**config.mk**
```make
export PLATFORM = sky130hd
export DESIGN_NAME = hpl_link
export DESIGN_NICKNAME = d
export VERILOG_FILES = /design/src/hpl_pkg.sv /design/src/hpl_byte_buf.sv /design/src/hpl_link.sv
export SDC_FILE = /design/constraint.sdc
export NUM_CORES = 1
export LEC_CHECK = 0
export ABC_AREA = 1
export BUFFER_PORTS_ARGS = -buffer_cell sky130_fd_sc_hd__buf_2
export CORE_ASPECT_RATIO = 1.4
export CORE_MARGIN = 2
export CORE_UTILIZATION = 30
export DETAILED_ROUTE_END_ITERATION = 10
export PLACE_DENSITY_LB_ADDON = 0.2
export REMOVE_ABC_BUFFERS = 1
export SLEW_MARGIN = 40
export SYNTH_ARGS = -nofsm -noshare
export SYNTH_HDL_FRONTEND = slang
export SYNTH_SLANG_ARGS = --single-unit
```
**constraint.sdc**
```tcl
create_clock -name core_clk_in -period 2.8 [get_ports core_clk_in]
set_clock_uncertainty 0.2 [all_clocks]
set_input_delay 0.42 -clock core_clk_in [delete_from_list [all_inputs] [get_ports core_clk_in]]
set_output_delay 0.42 -clock core_clk_in [all_outputs]
set_load 0.01 [all_outputs]
```
**src/hpl_pkg.sv**
```systemverilog
// Constants, codes and helper functions for the host packet link.
// Assumes a single 50 MHz core clock shared by every user of the package.
package hpl_pkg;

  ////////////////////////////////////////////////////////////////////////
  // Timing
  localparam int CLK_HZ = 50_000_000;
  localparam int BAUD_SLOW = 19200;
  localparam int BAUD_FAST = 115200;
  localparam int DIV_W = 12;
  localparam logic [DIV_W-1:0] DIV_SLOW = DIV_W'(CLK_HZ / BAUD_SLOW);
  localparam logic [DIV_W-1:0] DIV_FAST = DIV_W'(CLK_HZ / BAUD_FAST);
  localparam int ANSWER_MS = 250;
  localparam int ANSWER_CYC = CLK_HZ / 1000 * ANSWER_MS;
  localparam int AGE_W = 24;
  localparam int REPORT_MS = 1000;
  localparam int REPORT_CYC = CLK_HZ / 1000 * REPORT_MS;
  localparam int SEC_W = 26;

  ////////////////////////////////////////////////////////////////////////
  // Packet layout and codes
  localparam int MAX_PAY = 18;
  localparam logic [7:0] MAX_LEN = 8'h12;
  localparam logic [7:0] PING_MAX_LEN = 8'h10;
  localparam logic [1:0] CLS_CMD = 2'h0;
  localparam logic [1:0] CLS_RSP = 2'h1;
  localparam logic [1:0] CLS_ERR = 2'h3;
  localparam logic [5:0] CODE_PING = 6'h00;
  localparam logic [5:0] CODE_BAUD = 6'h21;
  localparam logic [7:0] TYPE_KEY = 8'h80;
  localparam logic [7:0] TYPE_RSVD = 8'h81;
  localparam logic [7:0] TYPE_TEMP = 8'h82;
  localparam logic [7:0] KEY_LEN = 8'h01;
  localparam logic [7:0] TEMP_LEN = 8'h03;
  localparam logic [7:0] BAUD_LEN = 8'h01;
  localparam logic [7:0] BAUD_SEL_FAST = 8'h01;
  localparam logic [7:0] KEY_CODE_BASE = 8'h01;
  localparam int NUM_KEYS = 6;
  localparam int NUM_SENSORS = 32;
  localparam logic [1:0] SRC_ANS = 2'h1;
  localparam logic [1:0] SRC_KEY = 2'h2;
  localparam logic [1:0] SRC_TEMP = 2'h3;
  localparam logic [15:0] CRC_INIT = 16'hffff;
  localparam logic [15:0] CRC_POLY = 16'h8408;

  ////////////////////////////////////////////////////////////////////////
  // Reflected CCITT update, one byte at a time
  function automatic logic [15:0] crc_step(input logic [15:0] crc,
                                           input logic [7:0] b);
    logic [15:0] c;
    c = crc ^ {8'h00, b};
    for (int i = 0; i < 8; i++) begin
      c = c[0] ? ((c >> 1) ^ CRC_POLY) : (c >> 1);
    end
    return c;
  endfunction : crc_step

  // Index of the lowest set bit, zero when none
  function automatic logic [4:0] first_set(input logic [31:0] v);
    logic [4:0] r;
    r = 5'h00;
    for (int i = 31; i >= 0; i--) begin
      if (v[i]) r = 5'(i);
    end
    return r;
  endfunction : first_set

endpackage : hpl_pkg

```
**src/hpl_byte_buf.sv**
```systemverilog
// Two-entry byte buffer between the packet builder and the serialiser.
// Assumes both sides share core_clk_in; a stalled drain holds the filler.
`timescale 1ns/100ps
module hpl_byte_buf (
  // Clock and reset
  input wire logic core_clk_in,
  input wire logic nrst_in,
  // Fill side
  input wire logic in_valid_in,
  input wire logic [7:0] in_data_in,
  output logic in_ready_out,
  // Drain side
  output logic out_valid_out,
  output logic [7:0] out_data_out,
  input wire logic out_ready_in
);
  import hpl_pkg::*;

  logic [7:0] mem [2];
  logic [7:0] next_mem [2];
  logic wr_ptr, next_wr_ptr, rd_ptr, next_rd_ptr;
  logic [1:0] count, next_count;
  logic push, pop;

  assign in_ready_out = (count != 2'h2);
  assign out_valid_out = (count != 2'h0);
  assign out_data_out = mem[rd_ptr];
  assign push = in_valid_in && in_ready_out;
  assign pop = out_valid_out && out_ready_in;

  always_comb begin
    next_mem = mem;
    next_wr_ptr = wr_ptr;
    next_rd_ptr = rd_ptr;
    next_count = count;
    if (push) begin
      next_mem[wr_ptr] = in_data_in;
      next_wr_ptr = ~wr_ptr;
    end
    if (pop) next_rd_ptr = ~rd_ptr;
    if (push && !pop) next_count = count + 2'h1;
    else if (pop && !push) next_count = count - 2'h1;
  end

  always_ff @(posedge core_clk_in or negedge nrst_in) begin
    if (!nrst_in) begin
      mem[0] <= 8'h00;
      mem[1] <= 8'h00;
      wr_ptr <= 1'b0;
      rd_ptr <= 1'b0;
      count <= 2'h0;
    end else begin
      mem <= next_mem;
      wr_ptr <= next_wr_ptr;
      rd_ptr <= next_rd_ptr;
      count <= next_count;
    end
  end
endmodule : hpl_byte_buf

```
**src/hpl_link.sv**
```systemverilog
// Packet framer for the host serial link: UART, receive parser, command
// answers, key and temperature reports, transmit builder and serialiser.
// Assumes synchronous pins, event pulses on the key inputs and a sensor
// value that follows temp_idx_out one cycle later.
// Function
// - Link starts at 19200 8N1; a command can switch it to 115200.
// - Packets go as type, length, payload, then check value.
// - Type top two bits give class; low six bits give the code.
// - Well formed but unacceptable packets get an error class reply unless an answer is still pending.
// - Length runs from zero to 18 and matches the payload count.
// - 16-bit CRC over type, length, payload; low byte sent first.
// - CRC follows the last used payload byte with no padding.
// - A received packet with a good CRC is answered within 250 ms unless an answer is still pending; a corrupt one is dropped.
// - Reports go out when ready, interleaved with answers.
// - Enabled key events send type 0x80 with one byte; 0x81 unused.
// - Key payload: presses 1 to 6, releases 7 to 12.
// - Each selected sensor of 32 sends a 0x82 report every second.
// - Each command taken while no answer is pending gets exactly one answer, response or error.
// - Answer type low six bits copy the command code.
// - A response type is the command code with bit 6 set.
`timescale 1ns/100ps
module hpl_link #(
  parameter int ANSWER_LIMIT = hpl_pkg::ANSWER_CYC,
  parameter int REPORT_PERIOD = hpl_pkg::REPORT_CYC
) (
  // Clock and reset
  input wire logic core_clk_in,
  input wire logic nrst_in,
  // Serial link
  input wire logic uart_rxd_in,
  output logic uart_txd_out,
  output logic baud_fast_out,
  // Keypad events and report enables
  input wire logic [hpl_pkg::NUM_KEYS-1:0] key_press_in,
  input wire logic [hpl_pkg::NUM_KEYS-1:0] key_release_in,
  input wire logic [hpl_pkg::NUM_KEYS-1:0] key_press_mask_in,
  input wire logic [hpl_pkg::NUM_KEYS-1:0] key_release_mask_in,
  // Temperature sensors
  input wire logic [hpl_pkg::NUM_SENSORS-1:0] temp_select_in,
  output logic [4:0] temp_idx_out,
  input wire logic [15:0] temp_data_in
);
  import hpl_pkg::*;

  typedef enum logic [3:0] {R_IDLE = 4'b0001, R_START = 4'b0010,
    R_DATA = 4'b0100, R_STOP = 4'b1000} hpl_uart_t;
  typedef enum logic [4:0] {P_TYPE = 5'b00001, P_LEN = 5'b00010,
    P_DATA = 5'b00100, P_CRCL = 5'b01000, P_CRCH = 5'b10000} hpl_parse_t;
  typedef enum logic [5:0] {B_IDLE = 6'b000001, B_TYPE = 6'b000010,
    B_LEN = 6'b000100, B_DATA = 6'b001000, B_CRCL = 6'b010000,
    B_CRCH = 6'b100000} hpl_build_t;

  // Shared wires between groups
  logic [DIV_W-1:0] div;
  logic rx_byte_vld, ans_done, push, push_ok, buf_rdy;
  logic buf_vld, buf_pop, line_idle;
  logic [7:0] buf_data, cur_byte;
  logic [11:0] key_clr;
  logic [31:0] temp_clr;

  assign div = baud_fast_out ? DIV_FAST : DIV_SLOW;

  ////////////////////////////////////////////////////////////////////////
  // Receive: UART, parser, answer bookkeeping and rate change
  hpl_uart_t rx_st, next_rx_st;
  logic [DIV_W-1:0] rx_cnt, next_rx_cnt;
  logic [2:0] rx_bit, next_rx_bit;
  logic [7:0] rx_sh, next_rx_sh;
  hpl_parse_t p_st, next_p_st;
  logic [7:0] p_type, next_p_type, p_len, next_p_len;
  logic [7:0] p_crcl, next_p_crcl;
  logic [4:0] p_cnt, next_p_cnt;
  logic [15:0] p_crc, next_p_crc;
  logic [7:0] pay [MAX_PAY];
  logic [7:0] next_pay [MAX_PAY];
  logic ans_pend, next_ans_pend, ans_err, next_ans_err;
  logic [5:0] ans_code, next_ans_code;
  logic [7:0] ans_len, next_ans_len;
  logic [AGE_W-1:0] ans_age, next_ans_age;
  logic baud_req, next_baud_req, baud_val, next_baud_val, next_baud_fast;
  logic crc_ok, acc_ok;

  assign crc_ok = ({rx_sh, p_crcl} == ~p_crc);
  assign acc_ok = (p_type[7:6] == CLS_CMD) &&
    ((p_type[5:0] == CODE_PING && p_len <= PING_MAX_LEN) ||
     (p_type[5:0] == CODE_BAUD && p_len == BAUD_LEN &&
      pay[0] <= BAUD_SEL_FAST));

  always_comb begin
    next_rx_st = rx_st;
    next_rx_cnt = rx_cnt;
    next_rx_bit = rx_bit;
    next_rx_sh = rx_sh;
    rx_byte_vld = 1'b0;
    case (rx_st)
      R_IDLE: if (!uart_rxd_in) begin
        next_rx_st = R_START;
        next_rx_cnt = div >> 1;
      end
      R_START: if (rx_cnt != '0) next_rx_cnt = rx_cnt - 1'b1;
      else if (uart_rxd_in) next_rx_st = R_IDLE;
      else begin
        next_rx_st = R_DATA;
        next_rx_cnt = div - 1'b1;
        next_rx_bit = 3'h0;
      end
      R_DATA: if (rx_cnt != '0) next_rx_cnt = rx_cnt - 1'b1;
      else begin
        next_rx_sh = {uart_rxd_in, rx_sh[7:1]};
        next_rx_cnt = div - 1'b1;
        next_rx_bit = rx_bit + 3'h1;
        if (rx_bit == 3'h7) next_rx_st = R_STOP;
      end
      default: if (rx_cnt != '0) next_rx_cnt = rx_cnt - 1'b1;
      else begin
        // A missing stop bit drops the byte; the parser then resyncs
        next_rx_st = R_IDLE;
        rx_byte_vld = uart_rxd_in;
      end
    endcase
  end

  always_comb begin
    next_p_st = p_st;
    next_p_type = p_type;
    next_p_len = p_len;
    next_p_crcl = p_crcl;
    next_p_cnt = p_cnt;
    next_p_crc = p_crc;
    next_pay = pay;
    next_ans_pend = ans_pend && !ans_done;
    next_ans_err = ans_err;
    next_ans_code = ans_code;
    next_ans_len = ans_len;
    next_ans_age = ans_pend ? ans_age + 1'b1 : '0;
    next_baud_req = baud_req;
    next_baud_val = baud_val;
    next_baud_fast = baud_fast_out;
    if (baud_req && !ans_pend && line_idle) begin
      next_baud_fast = baud_val;
      next_baud_req = 1'b0;
    end
    if (rx_byte_vld) begin
      case (p_st)
        P_TYPE: begin
          next_p_type = rx_sh;
          next_p_crc = crc_step(CRC_INIT, rx_sh);
          next_p_st = P_LEN;
        end
        P_LEN: if (rx_sh > MAX_LEN) next_p_st = P_TYPE;
        else begin
          next_p_len = rx_sh;
          next_p_cnt = 5'h00;
          next_p_crc = crc_step(p_crc, rx_sh);
          next_p_st = (rx_sh == 8'h00) ? P_CRCL : P_DATA;
        end
        P_DATA: begin
          // Held payload belongs to the pending answer until it is sent
          if (!ans_pend) next_pay[p_cnt] = rx_sh;
          next_p_crc = crc_step(p_crc, rx_sh);
          next_p_cnt = p_cnt + 5'h01;
          if ({3'h0, p_cnt} == p_len - 8'h01) next_p_st = P_CRCL;
        end
        P_CRCL: begin
          next_p_crcl = rx_sh;
          next_p_st = P_CRCH;
        end
        default: begin
          next_p_st = P_TYPE;
          if (crc_ok && !ans_pend) begin
            next_ans_pend = 1'b1;
            next_ans_err = !acc_ok;
            next_ans_code = p_type[5:0];
            next_ans_len = (acc_ok && p_type[5:0] == CODE_PING) ?
                           p_len : 8'h00;
            if (acc_ok && p_type[5:0] == CODE_BAUD) begin
              next_baud_req = 1'b1;
              next_baud_val = (pay[0] == BAUD_SEL_FAST);
            end
          end
        end
      endcase
    end
  end

  always_ff @(posedge core_clk_in or negedge nrst_in) begin
    if (!nrst_in) begin
      rx_st <= R_IDLE;
      rx_cnt <= '0;
      rx_bit <= 3'h0;
      rx_sh <= 8'h00;
      p_st <= P_TYPE;
      p_type <= 8'h00;
      p_len <= 8'h00;
      p_crcl <= 8'h00;
      p_cnt <= 5'h00;
      p_crc <= CRC_INIT;
      for (int i = 0; i < MAX_PAY; i++) pay[i] <= 8'h00;
      ans_pend <= 1'b0;
      ans_err <= 1'b0;
      ans_code <= 6'h00;
      ans_len <= 8'h00;
      ans_age <= '0;
      baud_req <= 1'b0;
      baud_val <= 1'b0;
      baud_fast_out <= 1'b0;
    end else begin
      rx_st <= next_rx_st;
      rx_cnt <= next_rx_cnt;
      rx_bit <= next_rx_bit;
      rx_sh <= next_rx_sh;
      p_st <= next_p_st;
      p_type <= next_p_type;
      p_len <= next_p_len;
      p_crcl <= next_p_crcl;
      p_cnt <= next_p_cnt;
      p_crc <= next_p_crc;
      pay <= next_pay;
      ans_pend <= next_ans_pend;
      ans_err <= next_ans_err;
      ans_code <= next_ans_code;
      ans_len <= next_ans_len;
      ans_age <= next_ans_age;
      baud_req <= next_baud_req;
      baud_val <= next_baud_val;
      baud_fast_out <= next_baud_fast;
    end
  end

  ////////////////////////////////////////////////////////////////////////
  // Report sources; a new event wins over the clear of the same bit
  logic [11:0] key_pend, next_key_pend;
  logic [31:0] temp_pend, next_temp_pend;
  logic [SEC_W-1:0] sec_cnt, next_sec_cnt;
  logic tick;

  assign tick = (sec_cnt == SEC_W'(REPORT_PERIOD - 1));

  always_comb begin
    next_sec_cnt = tick ? '0 : sec_cnt + 1'b1;
    next_key_pend = (key_pend & ~key_clr) |
      {key_release_in & key_release_mask_in,
       key_press_in & key_press_mask_in};
    next_temp_pend = (temp_pend & ~temp_clr) |
      (tick ? temp_select_in : 32'h0000_0000);
  end

  always_ff @(posedge core_clk_in or negedge nrst_in) begin
    if (!nrst_in) begin
      sec_cnt <= '0;
      key_pend <= 12'h000;
      temp_pend <= 32'h0000_0000;
    end else begin
      sec_cnt <= next_sec_cnt;
      key_pend <= next_key_pend;
      temp_pend <= next_temp_pend;
    end
  end

  ////////////////////////////////////////////////////////////////////////
  // Transmit packet builder
  hpl_build_t b_st, next_b_st;
  logic [1:0] b_src, next_b_src;
  logic [7:0] b_type, next_b_type, b_len, next_b_len;
  logic [7:0] key_code, next_key_code;
  logic [4:0] b_cnt, next_b_cnt, next_temp_idx, key_j, temp_j;
  logic [15:0] b_crc, next_b_crc;

  assign key_j = first_set({20'h00000, key_pend});
  assign temp_j = first_set(temp_pend);
  assign push = (b_st != B_IDLE);
  assign push_ok = push && buf_rdy;

  always_comb begin
    case (b_st)
      B_TYPE: cur_byte = b_type;
      B_LEN: cur_byte = b_len;
      B_DATA: if (b_src == SRC_ANS) cur_byte = pay[b_cnt];
      else if (b_src == SRC_KEY) cur_byte = key_code;
      else if (b_cnt == 5'h00) cur_byte = {3'h0, temp_idx_out};
      else if (b_cnt == 5'h01) cur_byte = temp_data_in[7:0];
      else cur_byte = temp_data_in[15:8];
      B_CRCL: cur_byte = ~b_crc[7:0];
      B_CRCH: cur_byte = ~b_crc[15:8];
      default: cur_byte = 8'h00;
    endcase
  end

  always_comb begin
    next_b_st = b_st;
    next_b_src = b_src;
    next_b_type = b_type;
    next_b_len = b_len;
    next_b_cnt = b_cnt;
    next_b_crc = b_crc;
    next_key_code = key_code;
    next_temp_idx = temp_idx_out;
    key_clr = 12'h000;
    temp_clr = 32'h0000_0000;
    ans_done = 1'b0;
    if (b_st == B_IDLE) begin
      next_b_crc = CRC_INIT;
      next_b_cnt = 5'h00;
      // Answers first keep the deadline; reports fill every other gap
      if (ans_pend) begin
        next_b_st = B_TYPE;
        next_b_src = SRC_ANS;
        next_b_type = {ans_err ? CLS_ERR : CLS_RSP, ans_code};
        next_b_len = ans_len;
      end else if (key_pend != 12'h000) begin
        next_b_st = B_TYPE;
        next_b_src = SRC_KEY;
        next_b_type = TYPE_KEY;
        next_b_len = KEY_LEN;
        next_key_code = KEY_CODE_BASE + {3'h0, key_j};
        key_clr = 12'(32'h0000_0001 << key_j);
      end else if (temp_pend != 32'h0000_0000) begin
        next_b_st = B_TYPE;
        next_b_src = SRC_TEMP;
        next_b_type = TYPE_TEMP;
        next_b_len = TEMP_LEN;
        next_temp_idx = temp_j;
        temp_clr = 32'h0000_0001 << temp_j;
      end
    end else if (push_ok) begin
      // The check bytes themselves must stay out of the running CRC
      if (b_st != B_CRCL && b_st != B_CRCH)
        next_b_crc = crc_step(b_crc, cur_byte);
      case (b_st)
        B_TYPE: next_b_st = B_LEN;
        B_LEN: next_b_st = (b_len == 8'h00) ? B_CRCL : B_DATA;
        B_DATA: begin
          next_b_cnt = b_cnt + 5'h01;
          if ({3'h0, b_cnt} == b_len - 8'h01) next_b_st = B_CRCL;
        end
        B_CRCL: next_b_st = B_CRCH;
        default: begin
          next_b_st = B_IDLE;
          ans_done = (b_src == SRC_ANS);
        end
      endcase
    end
  end

  always_ff @(posedge core_clk_in or negedge nrst_in) begin
    if (!nrst_in) begin
      b_st <= B_IDLE;
      b_src <= SRC_ANS;
      b_type <= 8'h00;
      b_len <= 8'h00;
      b_cnt <= 5'h00;
      b_crc <= CRC_INIT;
      key_code <= 8'h00;
      temp_idx_out <= 5'h00;
    end else begin
      b_st <= next_b_st;
      b_src <= next_b_src;
      b_type <= next_b_type;
      b_len <= next_b_len;
      b_cnt <= next_b_cnt;
      b_crc <= next_b_crc;
      key_code <= next_key_code;
      temp_idx_out <= next_temp_idx;
    end
  end

  hpl_byte_buf u_buf (
    .core_clk_in(core_clk_in),
    .nrst_in(nrst_in),
    .in_valid_in(push),
    .in_data_in(cur_byte),
    .in_ready_out(buf_rdy),
    .out_valid_out(buf_vld),
    .out_data_out(buf_data),
    .out_ready_in(buf_pop)
  );

  ////////////////////////////////////////////////////////////////////////
  // Transmit serialiser
  hpl_uart_t t_st, next_t_st;
  logic [DIV_W-1:0] t_cnt, next_t_cnt;
  logic [2:0] t_bit, next_t_bit;
  logic [7:0] t_sh, next_t_sh;
  logic next_txd;

  assign buf_pop = (t_st == R_IDLE);
  assign line_idle = (t_st == R_IDLE) && !buf_vld && (b_st == B_IDLE);

  always_comb begin
    next_t_st = t_st;
    next_t_cnt = (t_cnt != '0) ? t_cnt - 1'b1 : div - 1'b1;
    next_t_bit = t_bit;
    next_t_sh = t_sh;
    next_txd = uart_txd_out;
    case (t_st)
      R_IDLE: begin
        next_t_cnt = div - 1'b1;
        if (buf_vld) begin
          next_t_st = R_START;
          next_t_sh = buf_data;
          next_txd = 1'b0;
        end
      end
      R_START: if (t_cnt == '0) begin
        next_t_st = R_DATA;
        next_t_bit = 3'h0;
        next_txd = t_sh[0];
      end
      R_DATA: if (t_cnt == '0) begin
        next_t_sh = t_sh >> 1;
        next_t_bit = t_bit + 3'h1;
        next_txd = (t_bit == 3'h7) ? 1'b1 : t_sh[1];
        if (t_bit == 3'h7) next_t_st = R_STOP;
      end
      default: if (t_cnt == '0) next_t_st = R_IDLE;
    endcase
  end

  always_ff @(posedge core_clk_in or negedge nrst_in) begin
    if (!nrst_in) begin
      t_st <= R_IDLE;
      t_cnt <= '0;
      t_bit <= 3'h0;
      t_sh <= 8'h00;
      uart_txd_out <= 1'b1;
    end else begin
      t_st <= next_t_st;
      t_cnt <= next_t_cnt;
      t_bit <= next_t_bit;
      t_sh <= next_t_sh;
      uart_txd_out <= next_txd;
    end
  end
endmodule : hpl_link

```
==> summary.md <==
| Metric | Value |
|---|---|
| Status | `finished with violations` |
| Failing checks | `negative setup slack` |
| Setup TNS | `-4.96 ns` |
| Die area | `73100 sq um` |
| Clk_lat worst skew | `0.60 ns` |
| Clk pin slew, worst setup/hold paths | `0.06 ns` |
| CP endpoint kind | `flop` |
| Pin slew with the least headroom to its limit | `0.658 ns` |
| Most used cell along the critical path | `buf_12` |
| Critical path start-end classification | `flop to flop` |
| Sequential area share after synthesis | `0.488` |
| Starting Density | `0.303` |
| Inst Count DP | `3740` |
| Mapped Area | `21300 sq um` |
| Post-Layout Cell Count | `3918` |
| CP required | `between 3 and 4 ns` |
| Largest net degree at the start of global routing | `71` |
| Vias after detailed routing | `18895` |
| Initial antenna violation count | `0` |
| Crit share post-route | `1.08` |
| Post-layout nets | `3047` |
| Setup WS post-layout | `-0.218 ns` |
| Worst Path Arrival | `3.32 ns` |
| CTS Buf Count | `46` |
| Cell Rows | `115` |
| HP Class | `input port to async pin` |
| Detailed Route WL | `66.3 mm` |
| Detail Route Antenna Nets | `0` |
| Core area | `70200 sq um` |
| Netlist cell types | `68` |
| Worst Path Max Fanout | `7` |
| Mean Syn Cell Area | `8.12 sq um` |
| Clock Tree Root | `clkbuf_16` |
| Die height | `approximately 320 um` |
| Fmax | `0.331 GHz` |
| Share of cells above drive strength 1 | `0.218` |
| Cell Pwr Density | `slightly above 500 nW/um^2` |
| Number of DRC markers in iteration 0 | `995` |
| Util after Layout | `0.392` |
| Max-slew violations | `0` |
| Buffers on Ports | `81` |
| Crit path max-delay family | `XOR/XNOR gates` |
| I/O pin total | `82` |
| Gr usage total | `0.181` |
| # H-tree levels | `2` |
| P_leak | `12.4 nW` |
| Crit path largest cell delay | `0.49 ns` |
| Vias in the first global route | `19218` |
| Cell taking the most area after synthesis | `dfrtp_1` |
| Global placer's final weighted congestion | `roughly 0.9` |
| Synth warnings | `0` |
| Global-route wire length before repair | `106 mm` |
| Routed length per instance | `around 17 um` |
| Die width | `229 um` |
| Setup Viol. Count Final | `46` |
| Area Overhead vs Synth | `29.4%` |
| Final Hold Violating Endpoints | `0` |
| Synth top area share | `0.441` |
| Slowest CP cell | `dfrtp_2` |
| Crit path cell chain | `buf_12 > buf_12 > buf_6 > nor2_1 > o221ai_2 > nand3_2 > a31oi_1 > buf_4 > o31ai_4 > o211ai_1 > xor2_2 > xor2_4 > xor2_1 > o21ai_1` |
| DP Area | `between 20000 and 25000 sq um` |
| Mapped Cells | `2621` |
| Buf+Inv Stages, Crit Path | `4` |
| Async SR Flop Fraction | `1.00` |
| Synth Register Bits | `413` |
| Post-DP HPWL | `47.6 mm` |
| CTS max path bufs | `3` |
| Synth top area cells | `dfrtp_1 (44%), nand2_1 (11%), o21ai_0 (7.6%)` |
| Crit path launch type | `flop` |
| # DRC | `0` |
| Max Cap Viol | `0` |
| Ys flop type | `dfrtp_1` |
| Unrepaired setup endpoints after global routing | `yes` |
| Clock Sinks | `413` |
| Worst rel slew slack | `0.559` |
| Detailed Routing Iterations Pass 1 | `5` |
| Max VDD drop | `455 uV` |
| Post-route cell area | `27500 sq um` |
| Gr ovfl total | `0` |
| TritonCTS clock tree | `yes` |
| Post-synth EDFFs | `0` |
| Fillers | `7260` |
| Worst hold margin | `0.205 ns` |
| N_diodes | `0` |
| Drt via density | `4.82` |
| Min cycle time layout | `3.02 ns` |
## metal layers
| layer | GRT usage | share of wire |
|---|---|---|
| met1 | 0.215 | 0.41 |
| met5 | 0 | 0 |
| met4 | 0.0680 | 0.039 |
| met3 | 0.0216 | 0.030 |
| met2 | 0.330 | 0.52 |
## synthesized netlist by cell type (all sizes together) (5+ instances only)
| cell type | n |
|---|---|
| nand2 | 628 |
| dfrtp | 375 |
| o21ai | 338 |
| inv | 316 |
| nor2 | 259 |
| a21oi | 107 |
| nand3 | 76 |
| xor2 | 63 |
| clkbuf | 52 |
| buf | 44 |
| nor3 | 43 |
| dfstp | 38 |
| nor4 | 29 |
| ha | 26 |
| nand4 | 25 |
| o22ai | 23 |
| a22oi | 21 |
| xnor2 | 21 |
| o211ai | 20 |
| a31oi | 17 |
| o311ai | 16 |
| mux2 | 8 |
| o21bai | 8 |
| o21a | 6 |
| o31ai | 6 |
| or2 | 6 |
| a32o | 5 |
| o2111ai | 5 |
## final timing paths
check | from | end | slack [ns] | cells past startpoint
setup / recovery | b_cnt[0] | b_crc[10] | -0.22 | 14
hold / removal | nrst_in | p_st[4] | 0.20 | 2
hold reg to reg | t_cnt[0] | t_cnt[0] | 0.25 | 1
min in group core_clk_in | t_cnt[0] | t_cnt[0] | 0.25 | 1
setup reg to reg | b_cnt[0] | b_crc[10] | -0.22 | 14
max in group asynchronous | nrst_in | temp_pend[29] | 1.37 | 3
## what timing repair did
action / 4_1_cts / 5_1_grt
pin swaps: 34 / 84
hold endpoints to repair: 94 / 0
cloned: 0 / 3
hold buffers: 58 / 0
setup buffers: 16 / 32
gates resized for setup: 91 / 171
setup endpoints to repair: 49 / 134
## state kept, by name, summed over array words and instances (netlist names), 6 cells and up
signal,count
sec_cnt,26
p_type,8
rx_sh,8
b_crc,16
t_sh,8
b_st,6
key_pend,12
p_crcl,8
p_crc,16
b_len,8
u_buf.mem,16
b_type,8
t_cnt,12
p_len,8
ans_code,6
temp_pend,32
pay,144
rx_cnt,12
ans_len,8
## kinds of logic after synthesis
| kind of cell | after synthesis | share of synthesized area |
|---|---|---|
| flip-flops | 413 | 0.488 |
| buffers and inverters | 414 | 0.0807 |
| XOR/XNOR | 84 | 0.0376 |
| adder cells (fa/ha/maj) | 26 | 0.0153 |
| AO/OA/AOI/OAI | 599 | 0.161 |
| AND/OR/NAND/NOR | 1076 | 0.213 |
| multiplexers | 9 | 0.00470 |
## final cells by class
| class | count | area, sq um | share of cell area |
|---|---|---|---|
| timing repair buffer | 372 | 3050 | 0.111 |
| sequential | 413 | 10400 | 0.377 |
| clock inverter | 17 | 219 | 0.00795 |
| clock buffer | 67 | 1390 | 0.0505 |
| inverter | 318 | 1210 | 0.0441 |
| tap | 936 | 1170 | 0.0425 |
| multi-input combinational | 1794 | 10100 | 0.367 |
| timing repair inverter | 1 | 11.3 | 0.000409 |
## power by group
part / internal, mW / switching [mW]
combinational: 0.566 / 0.956
sequential: 6.14 / 0.136
clock: 3.83 / 2.59
## layout by cell type (no fill, tap or decap), types with 20 or more instances in the layout
| master | synthesis | final |
|---|---|---|
| nand2_1 | 627 | 603 |
| dfrtp_1 | 375 | 373 |
| o21ai_0 | 325 | 295 |
| inv_1 | 294 | 289 |
| nor2_1 | 246 | 233 |
| buf_4 | 7 | 194 |
| a21oi_1 | 106 | 85 |
| buf_2 | 23 | 80 |
| dlygate4sd3_1 | 0 | 58 |
| nand3_1 | 75 | 56 |
| xor2_1 | 56 | 52 |
| clkbuf_16 | 0 | 49 |
| dfstp_2 | 38 | 38 |
| o21ai_1 | 13 | 33 |
| nor3_1 | 35 | 32 |
| inv_2 | 20 | 25 |
| nand4_1 | 25 | 25 |
| ha_1 | 26 | 23 |
| nor4_1 | 24 | 22 |
| xnor2_1 | 21 | 21 |
| o22ai_1 | 23 | 21 |
| a21oi_2 | 1 | 20 |
| buf_6 | 12 | 20 |
## through the flow
step	power (mW)	worst slack, ns
floorplan	7.24	-1.16
global placement	7.80	-0.328
detailed placement	7.84	-0.340
CTS	14.4	-0.199
global route	14.9	-0.534
finish	14.2	-0.218
(Power assumes the default switching activity.)
